File: src/include/rfb_pkg.sv
// Purpose: shared constants and types of the receive frame store
// Assumes: one clock domain, pointers wide enough for the largest RAM
// Notes:   frame length lives in a small field of the metadata word

package rfb_pkg;

  // widths
  localparam int AW = 12;                      // pointer width, covers 4096 words
  localparam int CW = 13;                      // word and frame counters, holds 4096
  localparam int DW = 32;                      // RAM word width
  localparam int WCNT_W = 5;                   // width of words-after-metadata field

  // RAM depth limits and default
  localparam int DEPTH_MIN = 32;
  localparam int DEPTH_MAX = 4096;
  localparam int DEPTH_DEF = 32;

  // metadata field that tells the reader how many words follow it
  localparam int WCNT_LSB = 0;

  // header sequence: metadata, identifier, upper stamp, lower stamp
  localparam logic [1:0] STEP_IDENT = 2'h1;
  localparam logic [1:0] STEP_TS_LO = 2'h3;

  // values after reset
  localparam logic [AW-1:0] PTR_RST = 12'h000;
  localparam logic [CW-1:0] CNT_RST = 13'h0000;
  localparam logic [DW-1:0] WORD_ZERO = 32'h00000000;

  typedef logic [AW-1:0] rfb_ptr_type;
  typedef logic [CW-1:0] rfb_cnt_type;

  typedef enum logic [3:0] {
    ST_IDLE  = 4'h1,
    ST_META  = 4'h2,
    ST_STORE = 4'h4,
    ST_TS_LO = 4'h8
  } rfb_state_type;

  // step forward around the ring
  function automatic rfb_ptr_type ptr_inc(input rfb_ptr_type p, input rfb_ptr_type last);
    ptr_inc = (p == last) ? PTR_RST : p + 12'h001;
  endfunction : ptr_inc

  // step back around the ring
  function automatic rfb_ptr_type ptr_dec(input rfb_ptr_type p, input rfb_ptr_type last);
    ptr_dec = (p == PTR_RST) ? last : p - 12'h001;
  endfunction : ptr_dec

endpackage : rfb_pkg

File: src/design/rfb_ram.sv
// Purpose: word store of the receive frame buffer, built from flip-flops
// Assumes: addresses already wrapped below DEPTH
// Notes:   one write port, one combinational read port

`timescale 1ns/10ps
`default_nettype none

module rfb_ram #(
  parameter int DEPTH = rfb_pkg::DEPTH_DEF
) (
  input  wire logic                     clock,
  input  wire logic                     rst,
  input  wire logic                     we,
  input  wire rfb_pkg::rfb_ptr_type     waddr,
  input  wire logic [rfb_pkg::DW-1:0]   wdata,
  input  wire rfb_pkg::rfb_ptr_type     raddr,
  output logic [rfb_pkg::DW-1:0]        rdata
);

  typedef struct packed {
    logic [DEPTH-1:0][rfb_pkg::DW-1:0] mem;
  } rfb_ram_state_type;

  rfb_ram_state_type q_r;
  rfb_ram_state_type q_nxt;

  // single write per cycle, producer never writes two words at once
  always_comb begin
    q_nxt = q_r;
    if (we) begin
      q_nxt.mem[waddr] = wdata;
    end
  end

  always_ff @(posedge clock or posedge rst) begin
    if (rst) begin
      q_r <= '0;
    end else begin
      q_r <= q_nxt;
    end
  end

  assign rdata = q_r.mem[raddr];

endmodule : rfb_ram

`default_nettype wire

File: src/design/rfb_top.sv
// Purpose: receive frame FIFO, stores frames word by word as they arrive
// Assumes: producer commands are single-cycle pulses, already filtered
// Notes:   a frame becomes readable only after its commit

`timescale 1ns/10ps
`default_nettype none

// What this block does
// RL1: RAM depth is a build parameter from 32 to 4096 words of 32 bits.
// RL2: each stored frame occupies between 4 and 20 RAM words.
// RL3: a frame without data takes 4 words: metadata, identifier, two stamps.
// RL4: every further group of 4 payload bytes takes one more word.
// RL5: raw write pointer steps by one on every header or data word written; the two stamp writes leave it in place.
// RL6: raw pointer reloads from committed on abort or on valid after overflow.
// RL7: commit copies raw pointer into committed pointer, frame becomes visible.
// RL8: stamp pointer loads at lower stamp word, steps while lower stamp stored.
// RL9: read pointer steps by one per word read.
// RL10: release command zeroes every pointer and the stored-frame counter.
// RL11: release during storing sets overrun and drops that frame at its end.
// RL12: a count of complete frames follows commits and reads.
// RL13: storing is abandoned on error frame request or overrun.
// RL14: a read port hands stored words to the register side.
// RL15: store-metadata writes four header words in four consecutive cycles.
// RL16: producer sends valid at the last end-of-frame bit; stamp then commit.
// RL17: a frame still being stored cannot be read.
// RL18: producer sends store-data per 4 payload bytes and at data end.
// RL19: a write that would overtake the reader is dropped and flags overflow.
// RL20: all pointers wrap modulo the RAM depth.
module rfb_top #(
  parameter int DEPTH = rfb_pkg::DEPTH_DEF
) (
  input  wire logic                     clock,
  input  wire logic                     rst,
  input  wire logic                     cmd_store_meta,
  input  wire logic                     cmd_store_data,
  input  wire logic                     cmd_rx_valid,
  input  wire logic                     cmd_rx_abort,
  input  wire logic [rfb_pkg::DW-1:0]   meta_word,
  input  wire logic [rfb_pkg::DW-1:0]   ident_word,
  input  wire logic [rfb_pkg::DW-1:0]   data_word,
  input  wire logic [63:0]              timestamp,
  input  wire logic                     release_rx_store_cmd,
  input  wire logic                     clr_overrun,
  input  wire logic                     rd_strobe,
  output logic [rfb_pkg::DW-1:0]        rd_data,
  output logic                          rd_valid,
  output rfb_pkg::rfb_cnt_type          frame_count,
  output logic                          overrun,
  output logic                          storing
);

  typedef struct packed {
    rfb_pkg::rfb_state_type st;
    logic [1:0]             step;
    rfb_pkg::rfb_ptr_type   raw;
    rfb_pkg::rfb_ptr_type   cmt;
    rfb_pkg::rfb_ptr_type   ts;
    rfb_pkg::rfb_ptr_type   rd;
    rfb_pkg::rfb_cnt_type   cnt_raw;
    rfb_pkg::rfb_cnt_type   cnt_cmt;
    rfb_pkg::rfb_cnt_type   frames;
    logic [rfb_pkg::WCNT_W-1:0] left;
    logic                   ovf;
    logic                   overrun;
    logic [rfb_pkg::DW-1:0] hold;
    logic [rfb_pkg::DW-1:0] rd_data;
    logic                   rd_valid;
    logic                   busy;
  } rfb_top_state_type;

  // depth is the only shape knob; pointers are sized for the maximum
  localparam rfb_pkg::rfb_ptr_type LAST = rfb_pkg::rfb_ptr_type'(DEPTH - 1);  // see RL1
  localparam rfb_pkg::rfb_cnt_type CAP  = rfb_pkg::rfb_cnt_type'(DEPTH);

  rfb_top_state_type      q_r;
  rfb_top_state_type      q_nxt;
  logic                   ram_we;
  rfb_pkg::rfb_ptr_type   ram_waddr;
  logic [rfb_pkg::DW-1:0] ram_wdata;
  logic [rfb_pkg::DW-1:0] ram_rdata;
  logic                   raw_wr;
  logic [rfb_pkg::WCNT_W-1:0] wcnt;
  logic                   frame_done;

  rfb_ram #(
    .DEPTH (DEPTH)
  ) u_ram (
    .clock (clock),
    .rst   (rst),
    .we    (ram_we),
    .waddr (ram_waddr),
    .wdata (ram_wdata),
    .raddr (q_r.rd),
    .rdata (ram_rdata)
  );

  // next state: reads, then the store sequence, then writes, release last
  always_comb begin
    q_nxt = q_r;
    q_nxt.rd_valid = 1'b0;
    q_nxt.overrun = q_r.overrun & ~clr_overrun;  // any set below wins
    ram_we = 1'b0;
    ram_waddr = q_r.raw;
    ram_wdata = rfb_pkg::WORD_ZERO;
    raw_wr = 1'b0;
    wcnt = ram_rdata[rfb_pkg::WCNT_LSB +: rfb_pkg::WCNT_W];
    frame_done = 1'b0;

    // only committed words are offered to the reader
    if (rd_strobe && (q_r.cnt_cmt != rfb_pkg::CNT_RST)) begin  // see RL17
      q_nxt.rd_data = ram_rdata;  // see RL14
      q_nxt.rd_valid = 1'b1;
      q_nxt.rd = rfb_pkg::ptr_inc(q_r.rd, LAST);  // see RL9, see RL20
      q_nxt.cnt_cmt = q_r.cnt_cmt - 13'h0001;
      q_nxt.cnt_raw = q_r.cnt_raw - 13'h0001;
      // metadata word tells how many words of the frame follow it
      if (q_r.left == '0) begin
        q_nxt.left = wcnt;
        frame_done = (wcnt == '0);
      end else begin
        q_nxt.left = q_r.left - 5'h01;
        frame_done = (q_r.left == 5'h01);
      end
      if (frame_done) begin
        q_nxt.frames = q_r.frames - 13'h0001;  // see RL12
      end
    end

    case (q_r.st)
      rfb_pkg::ST_IDLE: begin
        // metadata goes in the command cycle itself, identifier is held
        if (cmd_store_meta) begin
          raw_wr = 1'b1;  // see RL15, see RL3
          ram_wdata = meta_word;
          q_nxt.hold = ident_word;
          q_nxt.step = rfb_pkg::STEP_IDENT;
          q_nxt.ovf = 1'b0;
          q_nxt.st = rfb_pkg::ST_META;
        end
      end
      rfb_pkg::ST_META: begin
        if (cmd_rx_abort) begin
          q_nxt.raw = q_r.cmt;  // see RL6, see RL13
          q_nxt.cnt_raw = q_nxt.cnt_cmt;
          q_nxt.st = rfb_pkg::ST_IDLE;
        end else begin
          raw_wr = 1'b1;  // see RL15
          ram_wdata = (q_r.step == rfb_pkg::STEP_IDENT) ? q_r.hold : rfb_pkg::WORD_ZERO;
          q_nxt.step = q_r.step + 2'h1;
          if (q_r.step == rfb_pkg::STEP_TS_LO) begin
            q_nxt.ts = q_r.raw;  // see RL8
            q_nxt.st = rfb_pkg::ST_STORE;
          end
        end
      end
      rfb_pkg::ST_STORE: begin
        if (cmd_rx_abort) begin
          q_nxt.raw = q_r.cmt;  // see RL6, see RL13
          q_nxt.cnt_raw = q_nxt.cnt_cmt;
          q_nxt.st = rfb_pkg::ST_IDLE;
        end else if (cmd_rx_valid) begin
          if (q_r.ovf) begin
            // part of the frame was dropped, so none of it is kept
            q_nxt.raw = q_r.cmt;  // see RL6, see RL11, see RL13
            q_nxt.cnt_raw = q_nxt.cnt_cmt;
            q_nxt.st = rfb_pkg::ST_IDLE;
          end else begin
            // upper stamp sits just below the lower one
            ram_we = 1'b1;  // see RL16
            ram_waddr = rfb_pkg::ptr_dec(q_r.ts, LAST);
            ram_wdata = timestamp[63:32];
            q_nxt.hold = timestamp[31:0];
            q_nxt.st = rfb_pkg::ST_TS_LO;
          end
        end else if (cmd_store_data) begin
          raw_wr = 1'b1;  // see RL4, see RL2
          ram_wdata = data_word;
        end
      end
      rfb_pkg::ST_TS_LO: begin
        ram_we = 1'b1;
        ram_waddr = q_r.ts;
        ram_wdata = q_r.hold;
        q_nxt.ts = rfb_pkg::ptr_inc(q_r.ts, LAST);  // see RL8
        q_nxt.cmt = q_r.raw;  // see RL7
        q_nxt.cnt_cmt = q_nxt.cnt_raw;
        q_nxt.frames = q_nxt.frames + 13'h0001;  // see RL12
        q_nxt.st = rfb_pkg::ST_IDLE;
      end
      default: begin
        q_nxt.st = rfb_pkg::ST_IDLE;
      end
    endcase

    // a full ring drops the word instead of overwriting unread data
    if (raw_wr) begin
      if (q_r.cnt_raw < CAP) begin
        ram_we = 1'b1;
        ram_waddr = q_r.raw;
        q_nxt.raw = rfb_pkg::ptr_inc(q_r.raw, LAST);  // see RL5, see RL20
        q_nxt.cnt_raw = q_nxt.cnt_raw + 13'h0001;
      end else begin
        q_nxt.ovf = 1'b1;  // see RL19
        q_nxt.overrun = 1'b1;
      end
    end

    // flush; a frame in flight is marked bad and dropped when it ends
    if (release_rx_store_cmd) begin
      q_nxt.raw = rfb_pkg::PTR_RST;  // see RL10
      q_nxt.cmt = rfb_pkg::PTR_RST;
      q_nxt.ts = rfb_pkg::PTR_RST;
      q_nxt.rd = rfb_pkg::PTR_RST;
      q_nxt.cnt_raw = rfb_pkg::CNT_RST;
      q_nxt.cnt_cmt = rfb_pkg::CNT_RST;
      q_nxt.frames = rfb_pkg::CNT_RST;
      q_nxt.left = '0;
      // a frame caught in its commit cycle is wiped as well, so it is flagged too
      if ((q_nxt.st != rfb_pkg::ST_IDLE) || q_r.busy) begin
        q_nxt.ovf = 1'b1;  // see RL11
        q_nxt.overrun = 1'b1;
      end
    end

    q_nxt.busy = (q_nxt.st != rfb_pkg::ST_IDLE);
  end

  // state register, constants only under reset
  always_ff @(posedge clock or posedge rst) begin
    if (rst) begin
      q_r <= '0;
      q_r.st <= rfb_pkg::ST_IDLE;
    end else begin
      q_r <= q_nxt;
    end
  end

  // outputs are plain flop fields
  assign rd_data = q_r.rd_data;
  assign rd_valid = q_r.rd_valid;
  assign frame_count = q_r.frames;
  assign overrun = q_r.overrun;
  assign storing = q_r.busy;

endmodule : rfb_top

`default_nettype wire

File: config.mk
export PLATFORM = sky130hd
export DESIGN_NAME = rfb_top
export DESIGN_NICKNAME = d
export VERILOG_FILES = /design/src/include/rfb_pkg.sv /design/src/design/rfb_ram.sv /design/src/design/rfb_top.sv
export SDC_FILE = /design/constraint.sdc
export NUM_CORES = 2
export LEC_CHECK = 0
export ABC_AREA = 1
export BUFFER_PORTS_ARGS = -buffer_cell sky130_fd_sc_hd__buf_2
export CAP_MARGIN = 30
export CORE_MARGIN = 10
export CORE_UTILIZATION = 33
export CTS_BUF_LIST = sky130_fd_sc_hd__clkbuf_8
export DETAILED_ROUTE_END_ITERATION = 10
export GPL_ROUTABILITY_DRIVEN = 0
export GPL_TIMING_DRIVEN = 0
export MAX_ROUTING_LAYER = met4
export PLACE_DENSITY = 0.57
export SKIP_CTS_REPAIR_TIMING = 1
export SLEW_MARGIN = 20
export SYNTH_ARGS = -nofsm -noshare
export SYNTH_HDL_FRONTEND = slang
export SYNTH_SLANG_ARGS = --single-unit
File: constraint.sdc
create_clock -name clock -period 50.1 [get_ports clock]
set_input_delay 5.01 -clock clock [delete_from_list [all_inputs] [get_ports clock]]
set_output_delay 5.01 -clock clock [all_outputs]
set_load 0.005 [all_outputs]
-- After elaboration in Yosys (flattened, before gate mapping)
Cells that the tools add are included.
- register bits: 1190
- bits in latches: 0
- RAM bits: 0
- ROM bits: 0
- input port bits: 169
- memories: 0
- $add $sub $neg: 11
- $mul: 0
- div/mod/pow operators: 0
- magnitude comparators: 4
- equality and inequality tests: 18
- shifts and indexed selects: 0
- muxes and demuxes: 80
- bitwise operators: 2
- reductions and logical operators: 15
- operators by type and width (kind ; count):
    $bwmux W1024 ; 1
    $mux W32 ; 13
    $mux W12 ; 18
    $bmux W32 S5 ; 1
    $demux W32 S5 ; 1
    $pmux W32 S4 ; 1
    $mux W94 ; 1
    $mux W13 ; 7
    $pmux W12 S2 ; 3
    $pmux W32 S2 ; 1
    $mux W56 ; 1
    $sub A13 B1 Y13 const B ; 3
    $add A12 B1 Y12 const B ; 3
    $eq A12 B5 Y1 const B ; 3
    $add A13 B1 Y13 const B ; 2
    $mux W26 ; 1
    $pmux W13 S2 ; 1
    $lt A12 B6 Y1 const B ; 2
    $mux W4 ; 5
    $mux W1 ; 15
    $lt A13 B6 Y1 const B ; 1
    $reduce_bool A13 Y1 ; 1
    $ge A12 B1 Y1 const B ; 1
    $logic_not A12 Y1 ; 1
    29 further kinds ; 43

-- Longest topological paths before layout
- word-level depth: 15
- mapped depth: 23
- mapped depth without buffers: 22

-- By module
Synthesis repeated with hierarchy kept, for this count alone.
- cell total of the unflattened synthesis: 7400
- area, all modules: 57258.7 sq um
- by module, submodules not included (module ; instances ; cells each ; area an instance (sq um) ; sequential area each (sq um)):
    rfb_ram ; 1 ; 5882 ; 46449.5 ; 25624.6
    rfb_top ; 1 ; 1518 ; 10809.1 ; 4155.2

-- Worst setup path before layout
Ideal clock, no wire load.
- path type: input -> register
- from: input cmd_rx_valid
- to: register u_ram.q_r[852] (netlist name)
- library setup time: 132 ps
- arrival time: 6866 ps
- required time: 49968 ps
- setup slack: 43102 ps
- cell stages on the path: 14
- path buffers: 1
- cell sequence: inv_1 nor2_1 nand2_1 inv_2 o21ai_2 o221ai_1 o21ai_1 o21ai_1 inv_1 nor3_4 nand3_2 clkbuf_1 nand2_1 o21ai_1
- cells in the longest elaborated chain, start to end: 10
- RTL lines (what ; line ; source):
    start: declaration ; rfb_top.sv:36 ; input wire logic cmd_rx_valid,
    $mux W12 ; rfb_top.sv:161 ; end else if (cmd_rx_valid) begin
    $mux W12 ; rfb_top.sv:157 ; if (cmd_rx_abort) begin
    $pmux W12 S2 ; rfb_top.sv:129 ; case (q_r.st)
    $mux W12 ; rfb_top.sv:197 ; if (q_r.cnt_raw < CAP) begin
    $mux W12 ; rfb_top.sv:196 ; if (raw_wr) begin
    $ge A12 B1 Y1 (not written as such) / $lt A12 B6 Y1 (equally long branches) ; rfb_ram.sv:31 ; q_nxt.mem[waddr] = wdata;
    $logic_and A1 B1 Y1 (not written as such) ; rfb_ram.sv:31 ;
    $mux W32 (not written as such) ; rfb_ram.sv:31 ;
    $demux W32 S5 ; n/a ;
    $bwmux W1024 ; rfb_ram.sv:31 ;
    end signal: assignment ; rfb_ram.sv:39 ; q_r <= q_nxt;
    end: declaration ; rfb_ram.sv:24 ; rfb_ram_state_type q_r;
Several ways; a longest one is shown, not always the timed one.
A chain may end at the register's enable or synchronous reset.

-- Final worst setup path
- from: input cmd_store_meta
- to: register u_ram.q_r[506] (netlist name)
- cells in the longest elaborated chain, start to end: 8
- RTL lines (what ; line ; source):
    start: declaration ; rfb_top.sv:34 ; input wire logic cmd_store_meta,
    $mux W1 ; rfb_top.sv:132 ; if (cmd_store_meta) begin
    $pmux W1 S3 ; rfb_top.sv:129 ;
    $mux W12 ; rfb_top.sv:196 ;
    $ge A12 B1 Y1 (not written as such) / $lt A12 B6 Y1 (equally long branches) ; rfb_ram.sv:31 ;
    $logic_and A1 B1 Y1 (not written as such) ; rfb_ram.sv:31 ;
    $mux W32 (not written as such) ; rfb_ram.sv:31 ;
    $demux W32 S5 ; n/a ;
    $bwmux W1024 ; rfb_ram.sv:31 ;
Several ways; a longest one is shown, not always the timed one.

==> results.md <==
| Group | Item | Value |
|:---|:---|:---|
| setup path | Maximum fanout encountered on the critical timing path | 10 |
| synthesis | Post-synth EDFFs | 0 |
| cts | Insertion delay of the later-clocked pin in the worst-skew pair | 0.99 ns |
| synthesis | Sequential element share of the synthesized area | 53.8% |
| timing | Clock period minus worst slack | 7.92 ns |
| synthesis | Primary flip-flop cell chosen by synthesis mapping | sky130_fd_sc_hd__dfrtp_1 |
| cts | Max Root-Sink Buffers | 3 |
| setup path | WP data required | 50.89 ns |
| setup path | Launch point of the worst path | cmd_store_meta |
| power and ir drop | Share of total power in combinational logic | 41.5% |
| synthesis | Post-synth cell types | 54 |
| power and ir drop | Leakage power | 28.3 nW |
| cts | Cts bufs inserted | 197 |
| floorplanning | Number of placement rows | 150 |
| worst hold path | Count of cells along the worst hold path | 2 |
| layout | Most frequent standard cell in the layout excluding fill and tap cells | sky130_fd_sc_hd__nand2_1 |
| setup path | Reg2reg setup slack | 45.29 ns |
| global routing | All-Layer GR Usage | 25.9% |
| setup path | FF-to-FF End | rd_data[29] |
| placement | Instance area after placement | 0.0602 sq mm |
| timing | Highest clock frequency the design can meet | 0.126 GHz |
| synthesis | Cell count after synthesis | 6673 |
| worst hold path | Path type of the worst min-delay path | flip-flop to flip-flop |
| route | Per-cell routed wire length | 25.3 um |
| synthesis | Avg Inst Size Synth | 8.30 sq um |
| timing | Slew at the pin closest to its max-slew limit | 1.19 ns |
| power and ir drop | P_int | 0.00195 W |
| route | Vias post-DR | 54109 |
| route | Number of iterations in the first detailed-routing pass | 6 |
| cts | H-tree levels | 4 |
| global routing | Antenna violations before repair | 12 |
| synthesis | #FFs+latches synth | 1190 |
| timing | Slew Viols, Final | 0 |
| setup path | Startpoint of the most critical register-to-register path | q_r[113] |
| timing | RSZ-0062 raised after global routing | false |
| layout | Share of layout cells above drive strength 1 | 10.9% |
| power and ir drop | Total power density per cell area | 55.0 mW/mm^2 |
| layout | Post-Layout Inst Area | 0.0647 sq mm |
| floorplanning | Die area | 0.185 sq mm |
| layout | # nets final | 7336 |
| synthesis | Mapped cell area | 0.0554 sq mm |
| timing | Share of the clock period used by the worst path | 15.8% |
| placement | Port-buffer cells | 215 |
| power and ir drop | Fraction of power spent switching nets | 45.2% |
| setup path | Kind of start point of the critical path | input pin |
| layout | Leading cell types in the layout, fill and taps excluded | sky130_fd_sc_hd__nand2_1, sky130_fd_sc_hd__dfrtp_1, sky130_fd_sc_hd__o21ai_0 |
| timing | Total setup violations reported at the end of the flow | 0 |
| floorplanning | Height of the die | 430 um |
| floorplanning | Num ports | 217 |
| cts | CTS tree | done |
| floorplanning | Placeable core region | 0.167 sq mm |
| synthesis | Async set-reset flop share out of synthesis | 100% |
| route | Detailed router's first-iteration violation count | 7274 |
| floorplanning | Horiz. Die Dim | 430 um |
| setup path | CP Class | input pin to flip-flop |
| placement | Placed cell count | 9144 |
| power and ir drop | IR drop worst, VDD | 46.6 uV |
| layout | Area Overhead vs Synth | 16.8% |
| cts | CTS sink cnt | 1190 |
| global routing | Wire length of the first global-routing pass | 350 mm |
| timing | Remaining max-slew budget at the tightest pin | 20.9% |
| timing | Final worst clock skew | 0.0574 ns |
| placement | HPWL reported at the end of detailed placement | 178 mm |
| timing | Hold Vio Cnt, Final | 0 |
| flow run | # Max-Cap Violations | 0 |
| route | Wire length reported by the detailed router | 241 mm |
| synthesis | Nets in the synthesized netlist | 6856 |
| power and ir drop | Net switching component of the power | 0.00161 W |
| route | Post-detailed-route DRC marker count | 0 |
| floorplanning | Effective utilization at floorplan | 33.2% |
| power and ir drop | Sequential power share | 32.3% |
| run status | Outcome | completed |
| setup path | Capturing element of the worst setup path | u_ram.q_r[506] |
| synthesis | Yosys warning total | 0 |
| global routing | Largest net degree at the start of global routing | 105 |
| global routing | GR Overflow Total | 0 |
| route | Antenna-violating nets left | 0 |
| global routing | Number of global-route vias before repair | 52080 |
| setup path | Worst endpoint data arrival time | 8.71 ns |
| power and ir drop | Clock power frac | 26.2% |
| setup path | Worst-case reg-to-reg path depth | 10 |
| cts | Cell at the root of the clock tree | sky130_fd_sc_hd__clkbuf_8 |
| layout | Non-filler cells, final | 9534 |
| setup path | CP Capture Type | flip-flop |
| cts | Clock transition time at the flip-flop clock pins of the worst setup and hold paths | 0.06 ns |
| route | DR vias/cell | 5.68 |
through the flow:
step	util, %	setup TNS, ns	power (W)	hold slack (ns)	worst slack, ns
floorplan	-	0	0.00192	0.448	11.57
global placement	35.5	-2416.31	0.00254	0.460	-2.29
finish	38.7	0	0.00356	0.480	42.18
CTS	38.6	0	0.00351	0.482	42.46
global route	38.7	0	0.00370	0.495	42.10
detailed placement	36.1	0	0.00258	0.467	41.45
worst max-delay path, stage by stage:
cell	delay (ns)
sky130_fd_sc_hd__clkbuf_1	0.32
sky130_fd_sc_hd__nand2_2	0.23
sky130_fd_sc_hd__nand3_1	0.24
sky130_fd_sc_hd__nand4_2	0.19
sky130_fd_sc_hd__inv_1	0.19
sky130_fd_sc_hd__nor3_2	0.70
sky130_fd_sc_hd__inv_2	0.19
sky130_fd_sc_hd__buf_2	0.31
sky130_fd_sc_hd__nand3_2	0.36
sky130_fd_sc_hd__clkbuf_1	0.81
sky130_fd_sc_hd__o21ai_1	0.13
cells in the mapped netlist (14+ instances only):
cell type                  instances  area share (%)
sky130_fd_sc_hd__o21ai_1         386             3.5
sky130_fd_sc_hd__clkbuf_1        498             3.4
sky130_fd_sc_hd__buf_4            49            0.66
sky130_fd_sc_hd__o21ai_0        1179              11
sky130_fd_sc_hd__inv_2            16            0.11
sky130_fd_sc_hd__nand3_1         194             1.8
sky130_fd_sc_hd__buf_1            20            0.14
sky130_fd_sc_hd__nand4_1          69            0.78
sky130_fd_sc_hd__a221oi_1         33            0.52
sky130_fd_sc_hd__nor2_1          671             4.5
sky130_fd_sc_hd__nand2_1        1585              11
sky130_fd_sc_hd__nand3_2          32            0.58
sky130_fd_sc_hd__ha_1             14            0.32
sky130_fd_sc_hd__o221ai_1         86             1.4
sky130_fd_sc_hd__a21oi_1          47            0.42
sky130_fd_sc_hd__a32o_1           32            0.58
sky130_fd_sc_hd__inv_1           150             1.0
sky130_fd_sc_hd__xor2_1           36            0.57
sky130_fd_sc_hd__dfrtp_1        1189              54
sky130_fd_sc_hd__buf_2            39            0.35
sky130_fd_sc_hd__a31oi_1          36            0.41
sky130_fd_sc_hd__o211ai_1         28            0.38
sky130_fd_sc_hd__nor3_1           26            0.23
sky130_fd_sc_hd__o22ai_1         161             1.8
registers in the layout, indices dropped and copies added (netlist names):
name,flops
frame_count,13
overrun,1
q_r,118
rd_data,32
rd_valid,1
storing,1
u_ram.q_r,1024
power by group through the flow:
| stage | Sequential (W) | Combinational, W | Clock [W] |
|---|---|---|---|
| 2_1_floorplan | 0.00114 | 0.000787 | 0 |
| 3_3_place_gp | 0.00116 | 0.00138 | 0 |
| 3_5_place_dp | 0.00116 | 0.00141 | 0 |
| 4_1_cts | 0.00115 | 0.00142 | 0.000938 |
| 5_1_grt | 0.00116 | 0.00155 | 0.000982 |
| 6_report | 0.00115 | 0.00148 | 0.000933 |
cell type report:
cell class,instances,area [sq um]
Fill cell,17415,102000
Sequential cell,1190,29800
Multi-Input combinational cell,4701,22700
Clock buffer,264,3630
Tap cell,2204,2760
Buffer,608,2540
Timing Repair Buffer,281,1990
Inverter,174,661
Clock inverter,97,636
Antenna cell,15,37.5
per-layer routing:
| metal | GRT usage [%] | part of all wire [%] | vias to the layer above |
|---|---|---|---|
| li1 | - | - | 23621 |
| met4 | 14.8 | 6.6 | 0 |
| met2 | 37.0 | 43 | 3139 |
| met3 | 6.39 | 10 | 657 |
| met5 | - | 0 | - |
| met1 | 33.3 | 41 | 26692 |
cell families (layout without fill, tap and decap cells):
| kind of cell | after synthesis | in the layout | share of synthesized area (%) |
|---|---|---|---|
| mux | 8 | 8 | 0.147 |
| flops | 1190 | 1190 | 53.8 |
| fa+ha+maj | 14 | 14 | 0.316 |
| buf+inv | 782 | 1424 | 5.75 |
| simple gates | 2614 | 2614 | 19.2 |
| compound gates | 2021 | 2021 | 20.2 |
| xor+xnor | 44 | 44 | 0.696 |
| other cells | 0 | 15 | 0 |
worst min path at each step:
stage	startpoint	to	slack, ns
after detailed placement	u_ram.q_r[332]	u_ram.q_r[332]	0.47
after global placement	u_ram.q_r[332]	u_ram.q_r[332]	0.46
final	u_ram.q_r[81]	u_ram.q_r[81]	0.48
after floorplan	u_ram.q_r[197]	u_ram.q_r[197]	0.45
after global routing	rd_data[21]	rd_data[21]	0.49
after CTS	u_ram.q_r[83]	u_ram.q_r[83]	0.48
No activity file was read; power rests on OpenSTA's default activity.
